## src/fsh_pkg.sv

```systemverilog
`default_nettype none
package fsh_pkg;
	// Timing figures in nanoseconds and the derived cycle counts
	localparam int CLK_PERIOD_NS = 10;
	localparam int ADDRESS_ACCESS_TIME_NS = 90;
	localparam int SELECT_ACCESS_TIME_NS = 90;
	localparam int READ_WAIT_NS =
		(ADDRESS_ACCESS_TIME_NS > SELECT_ACCESS_TIME_NS) ?
		ADDRESS_ACCESS_TIME_NS : SELECT_ACCESS_TIME_NS;
	localparam int READ_CYC =
		(READ_WAIT_NS + CLK_PERIOD_NS - 1) / CLK_PERIOD_NS;
	localparam int WRITE_PULSE_NS = 50;
	localparam int WRITE_PULSE_CYC =
		(WRITE_PULSE_NS + CLK_PERIOD_NS - 1) / CLK_PERIOD_NS;
	localparam int WRITE_HOLD_NS = 10;
	localparam int WRITE_HOLD_CYC =
		(WRITE_HOLD_NS + CLK_PERIOD_NS - 1) / CLK_PERIOD_NS;
	localparam int RESET_PULSE_MIN_TIME_NS = 500;
	localparam int RESET_PULSE_CYC =
		(RESET_PULSE_MIN_TIME_NS + CLK_PERIOD_NS - 1) / CLK_PERIOD_NS;
	localparam int RESET_RECOVER_NS = 50;
	localparam int RESET_RECOVER_CYC =
		(RESET_RECOVER_NS + CLK_PERIOD_NS - 1) / CLK_PERIOD_NS;
	localparam int TIMER_W = 8;

	// Register word indices
	localparam logic [3:0] REG_CTRL = 4'h0;
	localparam logic [3:0] REG_ADDR = 4'h1;
	localparam logic [3:0] REG_WDATA = 4'h2;
	localparam logic [3:0] REG_RDATA = 4'h3;
	localparam logic [3:0] REG_STATUS = 4'h4;

	// Field positions
	localparam int CTRL_OP_LSB = 0;
	localparam int CTRL_TEMP_HV_BIT = 8;
	localparam int STAT_BUSY_BIT = 0;
	localparam int STAT_RESTART_BIT = 1;
	localparam int STAT_HV_BIT = 2;
	localparam int PROT_DIR_BIT = 6;
	localparam int PROT_SEL_BIT = 1;
	localparam int LOW_ADDR_BIT = 0;

	// Operation codes written to the control register
	localparam logic [2:0] OP_NONE = 3'h0;
	localparam logic [2:0] OP_READ = 3'h1;
	localparam logic [2:0] OP_WRITE = 3'h2;
	localparam logic [2:0] OP_BYPASS_PROG = 3'h3;
	localparam logic [2:0] OP_RESET = 3'h4;
	localparam logic [2:0] OP_PROTECT = 3'h5;
	localparam logic [2:0] OP_UNPROTECT = 3'h6;

	// Reset values and the default bypass program command
	localparam logic [16:0] RST_ADDR = 17'h00000;
	localparam logic [7:0] RST_DATA = 8'h00;
	localparam logic [7:0] BYPASS_PROG_CMD_DEFAULT = 8'ha0;

	typedef enum logic [2:0]
	{
		ST_IDLE,
		ST_RD_ACCESS,
		ST_WR_SETUP,
		ST_WR_PULSE,
		ST_WR_HOLD,
		ST_RST_LOW,
		ST_RST_RECOVER
	} fsh_state_t;
endpackage : fsh_pkg
`default_nettype wire
```

## src/fsh_cycle_timer.sv

```systemverilog
`timescale 1ns/1ps
`default_nettype none
module fsh_cycle_timer #(
	parameter int W = 8
) (
	input wire logic i_clk,
	input wire logic i_reset,
	input wire logic i_load,
	input wire logic [W-1:0] i_count,
	output logic o_done
);
	logic [W-1:0] cnt_q;

	// Counts down to zero; a load of N ends the calling state N cycles later
	always_ff @(posedge i_clk)
	begin
		if (i_reset)
			cnt_q <= '0;
		else if (i_load)
			cnt_q <= i_count;
		else if (cnt_q != '0)
			cnt_q <= cnt_q - 1'b1;
	end

	// Done is raised on the last counted cycle so the state change lands on
	// the Nth edge; an idle timer reads as expired
	assign o_done = (cnt_q <= W'(1));
endmodule : fsh_cycle_timer
`default_nettype wire

```

## src/fsh_host.sv

```systemverilog
// Overview of operation
// - Read: select and output enable low, write enable and reset high.
// - Command write: select and write enable low, output enable high.
// - In unlock-bypass mode a byte program takes two write cycles.
// - After standby, wait the full select access time before data.
// - Restart a program or erase that a hardware reset cut short; the host only sets a status flag for software.
// - Protect: high-voltage reset, sector address, bit6 direction.
`timescale 1ns/1ps
`default_nettype none
module fsh_host
	import fsh_pkg::*;
#(
	parameter int ADDR_W = 17,
	parameter int DATA_W = 8,
	parameter logic [7:0] BYPASS_PROG_CMD = fsh_pkg::BYPASS_PROG_CMD_DEFAULT
) (
	input wire logic I_CLK,
	input wire logic I_RESET,
	input wire logic [3:0] I_AVS_ADDRESS,
	input wire logic I_AVS_READ,
	input wire logic I_AVS_WRITE,
	input wire logic [31:0] I_AVS_WRITEDATA,
	output logic [31:0] O_AVS_READDATA,
	output logic O_AVS_WAITREQUEST,
	output logic [ADDR_W-1:0] O_FL_ADDR,
	output logic O_FL_CE_N,
	output logic O_FL_OE_N,
	output logic O_FL_WE_N,
	output logic O_FL_RESET_N,
	output logic O_FL_RESET_HV,
	input wire logic [DATA_W-1:0] I_FL_DQ,
	output logic [DATA_W-1:0] O_FL_DQ,
	output logic O_FL_DQ_OE
);
	import fsh_pkg::*;

	fsh_state_t state_q, state_d;
	logic [2:0] op_q;
	logic [2:0] new_op;
	logic phase_q;
	logic launch;
	logic last_prog_q;
	logic restart_q;
	logic temp_hv_q;
	logic [ADDR_W-1:0] addr_reg_q;
	logic [DATA_W-1:0] wdata_q;
	logic [DATA_W-1:0] rdata_q;
	logic [ADDR_W-1:0] fl_addr_q;
	logic [DATA_W-1:0] dq_q;
	logic ce_n_q, oe_n_q, we_n_q, rst_n_q, hv_q, dq_oe_q;
	logic tmr_load;
	logic [TIMER_W-1:0] tmr_count;
	logic tmr_done;
	logic rd_ack_q;
	logic [31:0] rd_mux;
	logic [31:0] readdata_q;
	logic [1:0] pulse_cnt_q;
	logic [2:0] low_pin;
	logic [TIMER_W-1:0] low_cnt_q [3];

	// Register decode, shared by the write and read paths
	function automatic logic reg_hit(input logic [3:0] a,
		input logic [3:0] idx);
		reg_hit = (a == idx);
	endfunction : reg_hit

	// Address for a protect cycle keeps the sector bits from software
	function automatic logic [ADDR_W-1:0] prot_addr(
		input logic [ADDR_W-1:0] a, input logic unprot);
		logic [ADDR_W-1:0] r;
		r = a;
		r[PROT_DIR_BIT] = unprot;
		r[PROT_SEL_BIT] = 1'b1;
		r[LOW_ADDR_BIT] = 1'b0;
		prot_addr = r;
	endfunction : prot_addr

	fsh_cycle_timer #(
		.W(TIMER_W)
	) u_timer (
		.i_clk(I_CLK),
		.i_reset(I_RESET),
		.i_load(tmr_load),
		.i_count(tmr_count),
		.o_done(tmr_done)
	);

	// A control write only launches when idle; a busy write launches nothing but still loads the hold bit
	assign new_op = I_AVS_WRITEDATA[CTRL_OP_LSB +: 3];
	assign launch = I_AVS_WRITE && reg_hit(I_AVS_ADDRESS, REG_CTRL) &&
		(state_q == ST_IDLE) && (new_op != OP_NONE);

	// Sequencer next state and timer loads
	always_comb
	begin
		state_d = state_q;
		tmr_load = 1'b0;
		tmr_count = '0;
		case (state_q)
			ST_IDLE:
			begin
				if (launch)
				begin
					case (new_op)
						OP_READ:
						begin
							state_d = ST_RD_ACCESS;
							tmr_load = 1'b1;
							tmr_count = TIMER_W'(READ_CYC);
						end
						OP_RESET:
						begin
							state_d = ST_RST_LOW;
							tmr_load = 1'b1;
							tmr_count = TIMER_W'(RESET_PULSE_CYC);
						end
						OP_WRITE, OP_BYPASS_PROG, OP_PROTECT, OP_UNPROTECT:
						begin
							state_d = ST_WR_SETUP;
							tmr_load = 1'b1;
							tmr_count = TIMER_W'(1);
						end
						default:
						begin
							state_d = ST_IDLE;
						end
					endcase
				end
			end
			ST_RD_ACCESS:
			begin
				if (tmr_done)
					state_d = ST_IDLE;
			end
			ST_WR_SETUP:
			begin
				if (tmr_done)
				begin
					state_d = ST_WR_PULSE;
					tmr_load = 1'b1;
					tmr_count = TIMER_W'(WRITE_PULSE_CYC);
				end
			end
			ST_WR_PULSE:
			begin
				if (tmr_done)
				begin
					state_d = ST_WR_HOLD;
					tmr_load = 1'b1;
					tmr_count = TIMER_W'(WRITE_HOLD_CYC);
				end
			end
			ST_WR_HOLD:
			begin
				if (tmr_done)
				begin
					// Bypass program runs a second cycle with the data
					if (op_q == OP_BYPASS_PROG && !phase_q)
					begin
						state_d = ST_WR_SETUP;
						tmr_load = 1'b1;
						tmr_count = TIMER_W'(1);
					end
					else
						state_d = ST_IDLE;
				end
			end
			ST_RST_LOW:
			begin
				if (tmr_done)
				begin
					state_d = ST_RST_RECOVER;
					tmr_load = 1'b1;
					tmr_count = TIMER_W'(RESET_RECOVER_CYC);
				end
			end
			ST_RST_RECOVER:
			begin
				if (tmr_done)
					state_d = ST_IDLE;
			end
			default:
			begin
				state_d = ST_IDLE;
			end
		endcase
	end

	// Sequencer state, operation and bypass phase
	always_ff @(posedge I_CLK)
	begin
		if (I_RESET)
		begin
			state_q <= ST_IDLE;
			op_q <= OP_NONE;
			phase_q <= 1'b0;
		end
		else
		begin
			state_q <= state_d;
			if (launch)
			begin
				op_q <= new_op;
				phase_q <= 1'b0;
			end
			else if (state_q == ST_WR_HOLD && state_d == ST_WR_SETUP)
				phase_q <= 1'b1;
		end
	end

	// Control pins follow the next state so they change with it
	always_ff @(posedge I_CLK)
	begin
		if (I_RESET)
		begin
			ce_n_q <= 1'b1;
			oe_n_q <= 1'b1;
			we_n_q <= 1'b1;
			rst_n_q <= 1'b1;
			dq_oe_q <= 1'b0;
		end
		else
		begin
			// Select low while reading or in the write pulse; output enable low only while reading
			ce_n_q <= !(state_d == ST_RD_ACCESS ||
				state_d == ST_WR_PULSE);
			oe_n_q <= !(state_d == ST_RD_ACCESS);
			// Write enable low with output enable kept high
			we_n_q <= !(state_d == ST_WR_PULSE);
			rst_n_q <= !(state_d == ST_RST_LOW);
			// Drive data only around a write, never against a read
			dq_oe_q <= (state_d == ST_WR_SETUP ||
				state_d == ST_WR_PULSE ||
				state_d == ST_WR_HOLD);
		end
	end

	// High-voltage reset level for protect cycles or software hold
	always_ff @(posedge I_CLK)
	begin
		if (I_RESET)
			hv_q <= 1'b0;
		else if (state_d == ST_RST_LOW)
			hv_q <= 1'b0;
		// At launch the new code decides; a stale protect code must not
		// raise the level for one cycle of the next operation
		else if (state_d != ST_IDLE && (launch ?
			(new_op == OP_PROTECT || new_op == OP_UNPROTECT) :
			(op_q == OP_PROTECT || op_q == OP_UNPROTECT)))
			hv_q <= 1'b1;
		else
			hv_q <= temp_hv_q;
	end

	// Address and data pins loaded at launch; data reloaded at bypass phase two
	always_ff @(posedge I_CLK)
	begin
		if (I_RESET)
		begin
			fl_addr_q <= RST_ADDR;
			dq_q <= RST_DATA;
		end
		else if (launch)
		begin
			if (new_op == OP_PROTECT || new_op == OP_UNPROTECT)
				fl_addr_q <= prot_addr(addr_reg_q,
					new_op == OP_UNPROTECT);
			else
				fl_addr_q <= addr_reg_q;
			dq_q <= (new_op == OP_BYPASS_PROG) ?
				BYPASS_PROG_CMD : wdata_q;
		end
		else if (state_q == ST_WR_HOLD && state_d == ST_WR_SETUP)
			dq_q <= wdata_q;
	end

	// Read data sampled at the end of the full access wait
	always_ff @(posedge I_CLK)
	begin
		if (I_RESET)
			rdata_q <= RST_DATA;
		else if (state_q == ST_RD_ACCESS && tmr_done)
			rdata_q <= I_FL_DQ;
	end

	// Software registers; set of the restart flag beats its clear
	always_ff @(posedge I_CLK)
	begin
		if (I_RESET)
		begin
			addr_reg_q <= RST_ADDR;
			wdata_q <= RST_DATA;
			temp_hv_q <= 1'b0;
			last_prog_q <= 1'b0;
			restart_q <= 1'b0;
		end
		else
		begin
			if (I_AVS_WRITE && reg_hit(I_AVS_ADDRESS, REG_ADDR))
				addr_reg_q <= I_AVS_WRITEDATA[ADDR_W-1:0];
			if (I_AVS_WRITE && reg_hit(I_AVS_ADDRESS, REG_WDATA))
				wdata_q <= I_AVS_WRITEDATA[DATA_W-1:0];
			if (I_AVS_WRITE && reg_hit(I_AVS_ADDRESS, REG_CTRL))
				temp_hv_q <= I_AVS_WRITEDATA[CTRL_TEMP_HV_BIT];
			// A reset right after a write may have cut work short
			if (launch)
				last_prog_q <= (new_op != OP_READ && new_op != OP_RESET);
			if (launch && new_op == OP_RESET && last_prog_q)
				restart_q <= 1'b1;
			else if (I_AVS_WRITE && reg_hit(I_AVS_ADDRESS, REG_STATUS) &&
				I_AVS_WRITEDATA[STAT_RESTART_BIT])
				restart_q <= 1'b0;
		end
	end

	// Read mux; unmapped words read as zero
	always_comb
	begin
		rd_mux = 32'h0;
		if (reg_hit(I_AVS_ADDRESS, REG_CTRL))
			rd_mux[CTRL_TEMP_HV_BIT] = temp_hv_q;
		else if (reg_hit(I_AVS_ADDRESS, REG_ADDR))
			rd_mux[ADDR_W-1:0] = addr_reg_q;
		else if (reg_hit(I_AVS_ADDRESS, REG_WDATA))
			rd_mux[DATA_W-1:0] = wdata_q;
		else if (reg_hit(I_AVS_ADDRESS, REG_RDATA))
			rd_mux[DATA_W-1:0] = rdata_q;
		else if (reg_hit(I_AVS_ADDRESS, REG_STATUS))
		begin
			rd_mux[STAT_BUSY_BIT] = (state_q != ST_IDLE);
			rd_mux[STAT_RESTART_BIT] = restart_q;
			rd_mux[STAT_HV_BIT] = hv_q;
		end
	end

	// Reads take one wait cycle so read data comes from a flop
	always_ff @(posedge I_CLK)
	begin
		if (I_RESET)
		begin
			rd_ack_q <= 1'b0;
			readdata_q <= 32'h0;
		end
		else
		begin
			rd_ack_q <= I_AVS_READ && !rd_ack_q;
			if (I_AVS_READ && !rd_ack_q)
				readdata_q <= rd_mux;
		end
	end

	assign O_AVS_WAITREQUEST = I_AVS_READ && !rd_ack_q;
	assign O_AVS_READDATA = readdata_q;
	assign O_FL_ADDR = fl_addr_q;
	assign O_FL_CE_N = ce_n_q;
	assign O_FL_OE_N = oe_n_q;
	assign O_FL_WE_N = we_n_q;
	assign O_FL_RESET_N = rst_n_q;
	assign O_FL_RESET_HV = hv_q;
	assign O_FL_DQ = dq_q;
	assign O_FL_DQ_OE = dq_oe_q;

	// Low-time counters for output enable, write enable and reset
	assign low_pin = {!rst_n_q, !we_n_q, !oe_n_q};
	generate
		for (genvar g = 0; g < 3; g++)
		begin : g_low
			always_ff @(posedge I_CLK)
			begin
				if (I_RESET || !low_pin[g])
					low_cnt_q[g] <= '0;
				else
					low_cnt_q[g] <= low_cnt_q[g] + 1'b1;
			end
		end
	endgenerate

	// Write pulses seen in the current operation
	always_ff @(posedge I_CLK)
	begin
		if (I_RESET || launch)
			pulse_cnt_q <= 2'h0;
		else if (state_q == ST_WR_PULSE && state_d == ST_WR_HOLD)
			pulse_cnt_q <= pulse_cnt_q + 2'h1;
	end

	AST_READ_LEVELS: assert property (@(posedge I_CLK) disable iff (I_RESET)
		!oe_n_q |-> !ce_n_q && we_n_q && rst_n_q && !dq_oe_q)
		else $error("read levels wrong");
	AST_WRITE_LEVELS: assert property (@(posedge I_CLK) disable iff (I_RESET)
		!we_n_q |-> !ce_n_q && oe_n_q && dq_oe_q)
		else $error("write levels wrong");
	AST_WE_WIDTH: assert property (@(posedge I_CLK) disable iff (I_RESET)
		$rose(we_n_q) |-> low_cnt_q[1] == TIMER_W'(WRITE_PULSE_CYC))
		else $error("write pulse width wrong");
	AST_NO_FIGHT: assert property (@(posedge I_CLK) disable iff (I_RESET)
		dq_oe_q |-> oe_n_q ##1 (dq_oe_q || oe_n_q))
		else $error("data driven while output enabled");
	AST_RESET_QUIET: assert property (@(posedge I_CLK) disable iff (I_RESET)
		!rst_n_q |-> ce_n_q && oe_n_q && we_n_q && !dq_oe_q && !hv_q)
		else $error("bus active during reset");
	AST_RESET_WIDTH: assert property (@(posedge I_CLK) disable iff (I_RESET)
		$rose(rst_n_q) |-> low_cnt_q[2] == TIMER_W'(RESET_PULSE_CYC))
		else $error("reset pulse width wrong");
	AST_READ_WAIT: assert property (@(posedge I_CLK) disable iff (I_RESET)
		$rose(oe_n_q) |-> low_cnt_q[0] == TIMER_W'(READ_CYC) &&
		rdata_q == $past(I_FL_DQ))
		else $error("read wait or capture wrong");
	AST_BYPASS_TWO: assert property (@(posedge I_CLK) disable iff (I_RESET)
		(state_q == ST_WR_HOLD && state_d == ST_IDLE &&
		op_q == OP_BYPASS_PROG) |-> pulse_cnt_q == 2'h2)
		else $error("bypass program not two cycles");
	AST_PROTECT_ADDR: assert property (@(posedge I_CLK) disable iff (I_RESET)
		(!we_n_q && (op_q == OP_PROTECT || op_q == OP_UNPROTECT)) |->
		hv_q && rst_n_q && fl_addr_q[PROT_SEL_BIT] &&
		!fl_addr_q[LOW_ADDR_BIT] &&
		fl_addr_q[PROT_DIR_BIT] == (op_q == OP_UNPROTECT))
		else $error("protect cycle levels wrong");
	AST_RESTART_FLAG: assert property (@(posedge I_CLK) disable iff (I_RESET)
		(launch && new_op == OP_RESET && last_prog_q) |=> restart_q)
		else $error("restart flag not set");
endmodule : fsh_host
`default_nettype wire

```

## config.mk

```make
export PLATFORM = sky130hd
export DESIGN_NAME = fsh_host
export DESIGN_NICKNAME = d
export VERILOG_FILES = /design/src/fsh_pkg.sv /design/src/fsh_cycle_timer.sv /design/src/fsh_host.sv
export SDC_FILE = /design/constraint.sdc
export NUM_CORES = 1
export LEC_CHECK = 0
export BUFFER_PORTS_ARGS = -buffer_cell sky130_fd_sc_hd__clkbuf_2
export CORE_AREA = 2 2 106 108
export DETAILED_ROUTE_END_ITERATION = 7
export DIE_AREA = 0 0 108 110
export PLACE_DENSITY = 0.74
export SLEW_MARGIN = 20
export SYNTH_ARGS = -nofsm -noshare
export SYNTH_HDL_FRONTEND = slang
export SYNTH_SLANG_ARGS = --single-unit
```

## constraint.sdc

```tcl
create_clock -name I_CLK -period 2.9 [get_ports I_CLK]
set_input_delay 0.58 -clock I_CLK [delete_from_list [all_inputs] [get_ports I_CLK]]
set_output_delay 0.58 -clock I_CLK [all_outputs]
set_load 0.05 [all_outputs]
```

# --- After elaboration in Yosys (flattened, before gate mapping) ---
# Index checks and enable logic that the tools add are counted.
# W data, S select, Z words.
word_totals:
  reg_bits: 100
  input_bits: 48
  out_inout_bits: 64
  word_cells: 131
classes:
  addsub: 1
  magnitude_cmp: 1
  eq_ne: 26
  muxes: 41
  n_reduce_logical: 42
op_table:
  columns: ["op", "n"]
  rows:
  - ["$mux W8", 9]
  - ["$eq A3 B3 Y1 const B", 10]
  - ["$mux W3", 9]
  - ["$pmux W6 S4", 1]
  - ["$eq A3 B2 Y1 const B", 7]
  - ["$pmux W3 S6", 1]
  - ["$pmux W6 S3", 1]
  - ["$logic_and A1 B1 Y1", 15]
  - ["$mux W1", 13]
  - ["$eq A3 B1 Y1 const B", 3]
  - ["$mux W9", 1]
  - ["$pmux W3 S3", 1]
  - ["$reduce_bool A3 Y1", 3]
  - ["$eq A4 B2 Y1 const B", 2]
  - ["$le A8 B1 Y1 const B", 1]
  - ["$reduce_bool A8 Y1", 1]
  - ["$reduce_or A2 Y1", 4]
  - ["$sub A8 B1 Y8 const B", 1]
  - ["$mux W7", 1]
  - ["$logic_not A1 Y1", 6]
  - ["$mux W6", 1]
  - ["$reduce_bool A2 Y1", 3]
  - ["$reduce_or A6 Y1", 1]
  - ["$logic_or A1 B1 Y1", 5]
  - ["other kinds (11)", 11]

# --- Longest topological paths before layout ---
logic_depth:
  word_depth: 10
  mapped_depth: 9
  ltp_nobuf: 7

# --- By module ---
# A second synthesis with hierarchy kept.
unflattened:
  hier_cells: 550
  hier_area_um2: 4431.8
by_module_without_submodules:
  columns: ["module", "n_inst", "cells_per_inst", "area_each_um2"]
  rows:
  - ["fsh_host", 1, 492, 3953.8]
  - ["fsh_cycle_timer", 1, 58, 478.0]

# --- Worst setup path before layout ---
# No wires, ideal clock.
synth_timing:
  path_kind: "input -> register"
  from: "in I_AVS_ADDRESS[2]"
  to: "reg addr_reg_q[10]"
  setup_time_ns: 0.070
  arrival_time_ns: 2.237
  t_required_ns: 2.830
  slack_ns: 0.593
  path_stages: 7
  path_buffers: 3
  cell_sequence: "clkbuf_1 > or2_2 > clkbuf_1 > nor3_1 > clkbuf_1 > nand2_1 > a21oi_1"
synth_between:
  elab_chain_cells: 2
synth_rtl:
  columns: ["item", "line_no", "source"]
  rows:
  - ["start, declared", "fsh_host.sv:19", "input wire logic [3:0] I_AVS_ADDRESS,"]
  - ["$eq A4 B1 Y1", "fsh_host.sv:64", "reg_hit = (a == idx);"]
  - ["$logic_and A1 B1 Y1", "fsh_host.sv:299", "if (I_AVS_WRITE && reg_hit(I_AVS_ADDRESS, REG_ADDR))"]
  - ["end signal, assigned", "fsh_host.sv:300", "addr_reg_q <= I_AVS_WRITEDATA[ADDR_W-1:0];"]
  - ["end, declared", "fsh_host.sv:45", "logic [ADDR_W-1:0] addr_reg_q;"]
# No other way between the ends.
# A chain may end at the register's enable or synchronous reset.

# --- Final worst setup path ---
layout_timing:
  from: "reg u_timer.cnt_q[0]"
  to: "reg hv_q, in the netlist O_FL_RESET_HV"
layout_between:
  elab_chain_cells: 6
layout_rtl:
  columns: ["item", "line_no", "source"]
  rows:
  - ["start, declared", "fsh_cycle_timer.sv:12", "logic [W-1:0] cnt_q;"]
  - ["start signal, assigned", "fsh_cycle_timer.sv:20", "cnt_q <= i_count;"]
  - ["start signal, assigned", "fsh_cycle_timer.sv:22", "cnt_q <= cnt_q - 1'b1;"]
  - ["$le A8 B1 Y1 *", "fsh_cycle_timer.sv:27", "assign o_done = (cnt_q <= W'(1));"]
  - ["$mux W3, on equally long branches", null, null]
  - ["$pmux W3 S6 *", "fsh_host.sv:99", "case (state_q)"]
  - ["$reduce_bool A3 Y1", "fsh_host.sv:247", "else if (state_d != ST_IDLE && (launch ?"]
  - ["$logic_and A1 B1 Y1", "fsh_host.sv:247", null]
  - ["$mux W1", "fsh_host.sv:247", null]
  - ["end signal, assigned", "fsh_host.sv:252", "hv_q <= temp_hv_q;"]
  - ["end, declared", "fsh_host.sv:50", "logic ce_n_q, oe_n_q, we_n_q, rst_n_q, hv_q, dq_oe_q;"]
# Every way passes the cells marked *; elsewhere a longest branch is shown, timed or not.

==> key figures <==
GRT
  • Via count of the first global-routing pass: 3812
  • Pin count of the biggest net entering global routing: 59
  • Total track usage: 19.6%
  • Total congestion overflow after global routing: 0
  • Number of antenna violations at the first check in global routing: 0
  • First-pass GRT wire length: 18300 microns

STA
  • Setup Skew: 0.00833 ns
  • Final setup violating endpoints: 0
  • Tightest Pin Transition: 0.639 ns
  • Ratio of final minimum period to clock period: 89.4%
  • Final Hold Viols: 0
  • Shortest period the worst path allows: 2.59 ns
  • Fin worst setup slack: 0.308 ns
  • Max-slew violations: 0
  • Final TNS setup: 0 ns
  • Worst slew margin relative to its limit: 57.2%
  • Fmax: 386 MHz
  • RSZ-0062 raised after global routing: false

Clocking
  • Maximum level of the CTS H-tree: 3
  • Post-CTS setup buffers: 0
  • # resized after CTS: 0
  • Total clock buffers created by CTS: 9
  • Maximum root-to-sink buffer count: 2
  • CTS Root Cell: clkbuf_8
  • Post-CTS Hold Fix Bufs: 0
  • Clock tree from TritonCTS: yes
  • Sinks on the clock net: 100
  • Worst skew pair latency: 0.38 ns
  • Clock transition at the registers of the reported paths: 0.10 ns

Layout
  • Final standard cell area without fillers: 5170 sq um
  • Ratio of cells with drive above 1 in the final layout: 20.5%
  • Number of filler cells placed in the layout: 1072
  • N_diodes: 0
  • Final cell count without fillers: 765
  • Final cell utilization of the core: 48.3%
  • Layout Area Growth over Synthesis: 16.6%
  • Post-layout nets: 671

Placed design
  • Setup slack at placement: 0.354 ns
  • Post-DP HPWL: 8270 microns
  • Placed Instances: 749
  • Dpl cell area: 4940 sq um
  • # port buffers: 81
  • GP Congestion: 0.871

Worst setup path
  • Reg2Reg Setup Slack: 0.31 ns
  • Startpoint of the most critical register-to-register path: u_timer.cnt_q[0]$_SDFFE_PP0P_
  • Endpoint of the most critical setup path: O_FL_RESET_HV$_SDFF_PP0_
  • Worst setup path class: reg -> reg
  • Peak fanout along the critical path: 8
  • Endpoint type of the worst setup path: flop
  • Depth of the worst register-to-register path: 7
  • Highest cell delay on the worst timing path: 0.47 ns
  • Start point of the critical path: u_timer.cnt_q[0]$_SDFFE_PP0P_
  • Worst endpoint data arrival time: 2.83 ns
  • Slowest stage cell on the critical path: nor3_1
  • Worst setup SP type: flop
  • Ordered cell list for the critical path: inv_1 -> ha_1 -> o21bai_1 -> or3_1 -> nor2_2 -> nor3_1 -> a41oi_1
  • Endpoint of the most critical register-to-register path: O_FL_RESET_HV$_SDFF_PP0_
  • Worst path required time: 3.13 ns

Logic synthesis
  • Multiplexer area fraction after synthesis: 4.01%
  • Share of the synthesized netlist area taken by xor and xnor gates: 1.58%
  • Mean post-synth cell area: 8.10 sq um
  • Number of unique standard cell types used by synthesis: 62
  • Post-Syn Area: 4430 sq um
  • Post-synthesis share of cell area spent on and, or, nand and nor gates: 24.8%
  • Post-synthesis sequential element count: 100
  • Share of synthesized cell area in full adder, half adder and majority cells: 0.847%
  • Yosys warning total: 0
  • Share of synthesized flip-flops with an asynchronous set or reset: 0%
  • Register area share after synthesis: 45.2%
  • Dominant combinational cell family by area after synthesis: simple AND/OR/NAND/NOR gates
  • Number of enable flip-flop cells after synthesis: 0
  • Most used flip-flop cell after synthesis: dfxtp_1
  • Share of the synthesized area in compound gates (AO/OA/AOI/OAI): 16.6%
  • Number of standard cells after synthesis: 547

Power
  • Part of the power in registers: 45.6%
  • Power density relative to cell area: 647 nW/um^2
  • Share of total power in combinational logic: 24.2%
  • Clock group share of total power: 30.2%
  • Switching Power: 1.10 mW
  • Internal power consumption: 2.25 mW
  • Static Leak: 2.07 nW
  • Worst vdd ir: 312 uV
  • Switching Share: 32.8%

Route
  • Iter 0 DRT Violations: 194
  • Pre-antenna DRT Iters: 5
  • Number of DRC violations after detailed routing: 0
  • Number of routed nets with antenna violations: 0
  • Routed WL: 11500 microns
  • Mean number of vias per cell: 5.36
  • Total via count in the routed design: 4104
  • Average routed wire per standard cell: 15.0 microns

Die
  • X dimension of the die: 108 microns
  • Overall die height: 110 microns
  • Number of placed I/O pins: 112
  • Core Box Area: 10700 sq um
  • Starting utilization of the core area: 41.4%
  • Number of rows in the core area: 38
  • Overall die area: 11900 sq um

Hold path
  • Classification of the worst-slack hold path: in -> reg

Job
  • Max-cap check violation count: 0

Outcome
  • Outcome: completed
==> registers in the layout (all words and copies together), names as in the netlist, 3 cells and up <==
name	cells
O_FL_ADDR	17
wdata_q	8
u_timer.cnt_q	8
rdata_q	8
state_q	3
op_q	3
O_FL_DQ	8
addr_reg_q	17
O_AVS_READDATA	17
==> power by group through the flow <==
stage	sequential [mW]	combinational (mW)	clock, mW
2_1_floorplan	1.56	0.652	0
3_3_place_gp	1.55	0.763	0
3_5_place_dp	1.55	0.794	0
4_1_cts	1.52	0.802	1.02
5_1_grt	1.54	0.887	1.07
6_report	1.52	0.810	1.01
==> final cells by class <==
type                            count  area (sq um)  area share, %
Inverter                           14          52.6           1.02
Clock inverter                      5          85.1           1.65
Tap cell                          140           175           3.39
Sequential cell                   100          2000           38.7
Multi-Input combinational cell    398          2190           42.3
Timing Repair Buffer               97           526           10.2
Clock buffer                       11           141           2.74
==> worst min-delay path by stage <==
| stage | startpoint | end | cells past startpoint | slack (ns) |
|---|---|---|---|---|
| detailed placement | rdata_q[1]$_SDFFE_PP0P_ | rdata_q[1]$_SDFFE_PP0P_ | 2 | 0.45 |
| CTS | I_AVS_WRITEDATA[16] | addr_reg_q[16]$_SDFFE_PP0P_ | 3 | 0.40 |
| global route | I_AVS_WRITEDATA[16] | addr_reg_q[16]$_SDFFE_PP0P_ | 3 | 0.42 |
| floorplan | rdata_q[1]$_SDFFE_PP0P_ | rdata_q[1]$_SDFFE_PP0P_ | 2 | 0.43 |
| global placement | rdata_q[1]$_SDFFE_PP0P_ | rdata_q[1]$_SDFFE_PP0P_ | 2 | 0.44 |
| finish | I_AVS_WRITEDATA[16] | addr_reg_q[16]$_SDFFE_PP0P_ | 3 | 0.41 |
==> cells in the mapped netlist (3+ instances only) <==
master,instances,share of area [%]
nand2b_1,10,1.4
nor3_1,16,1.8
xnor2_1,5,0.99
o31ai_1,6,1.0
nand4_1,3,0.42
nor4_1,5,0.71
buf_4,15,2.5
nand3_1,15,1.7
mux2i_1,11,2.5
nor2_1,46,3.9
mux2_2,6,1.5
a22oi_1,6,1.0
nor3b_1,3,0.51
xor2_1,3,0.59
nor2b_1,3,0.42
ha_1,3,0.85
clkbuf_1,29,2.5
a21oi_1,63,7.1
or4_1,4,0.68
or3_1,3,0.42
dfxtp_1,100,45
nand2_1,115,9.7
inv_1,12,1.0
buf_2,4,0.45
o21ai_0,7,0.79
a22o_1,6,1.2
==> worst max-delay path: cells and delay by family (launching register included) <==
kind | cells | cell delay [ns]
flops | 1 | 0.45
buf+inv | 1 | 0.11
compound gates | 2 | 0.56
simple gates | 3 | 1.05
fa+ha+maj | 1 | 0.27
==> cells in the final DEF, fill, tap and decap left out, types with 3 or more instances in the layout <==
cell type  instances
nor3_1            14
o31ai_1            6
o21ai_0            7
ha_1               3
inv_1             12
or4_1              4
conb_1            15
nor2b_1            3
clkbuf_2          81
mux2_2             6
dfxtp_1          100
buf_4             16
nor4_1             5
nand2b_1          10
a22o_1             6
nand3_1           15
or3_1              3
nor2_1            46
clkbuf_8          10
nand4_1            3
xnor2_1            5
mux2i_1           11
nor3b_1            3
xor2_1             3
a22oi_1            6
nand2_1          115
a21oi_1           63
==> through the flow <==
stage	hold WS (ns)	total power, mW
floorplan	0.427	2.21
global placement	0.440	2.31
detailed placement	0.446	2.35
CTS	0.400	3.35
global route	0.419	3.49
finish	0.408	3.34
==> kinds of logic (layout without fill, tap and decap cells) <==
kind of cell,count (synthesis),after routing
AO/OA/AOI/OAI,116,116
XOR/XNOR,8,8
adder cells (fa/ha/maj),3,3
buffers and inverters,63,127
flip-flops,100,100
multiplexers,17,17
other,1,15
AND/OR/NAND/NOR,239,239
==> routing by layer <==
layer	track usage (%)	share of wire, %	up-vias
li1	-	-	2001
met1	25.1	44	1896
met2	32.3	47	181
met3	3.06	7.1	26
met4	9.62	2.2	0
met5	0	0	-
(Power assumes the default switching activity.)
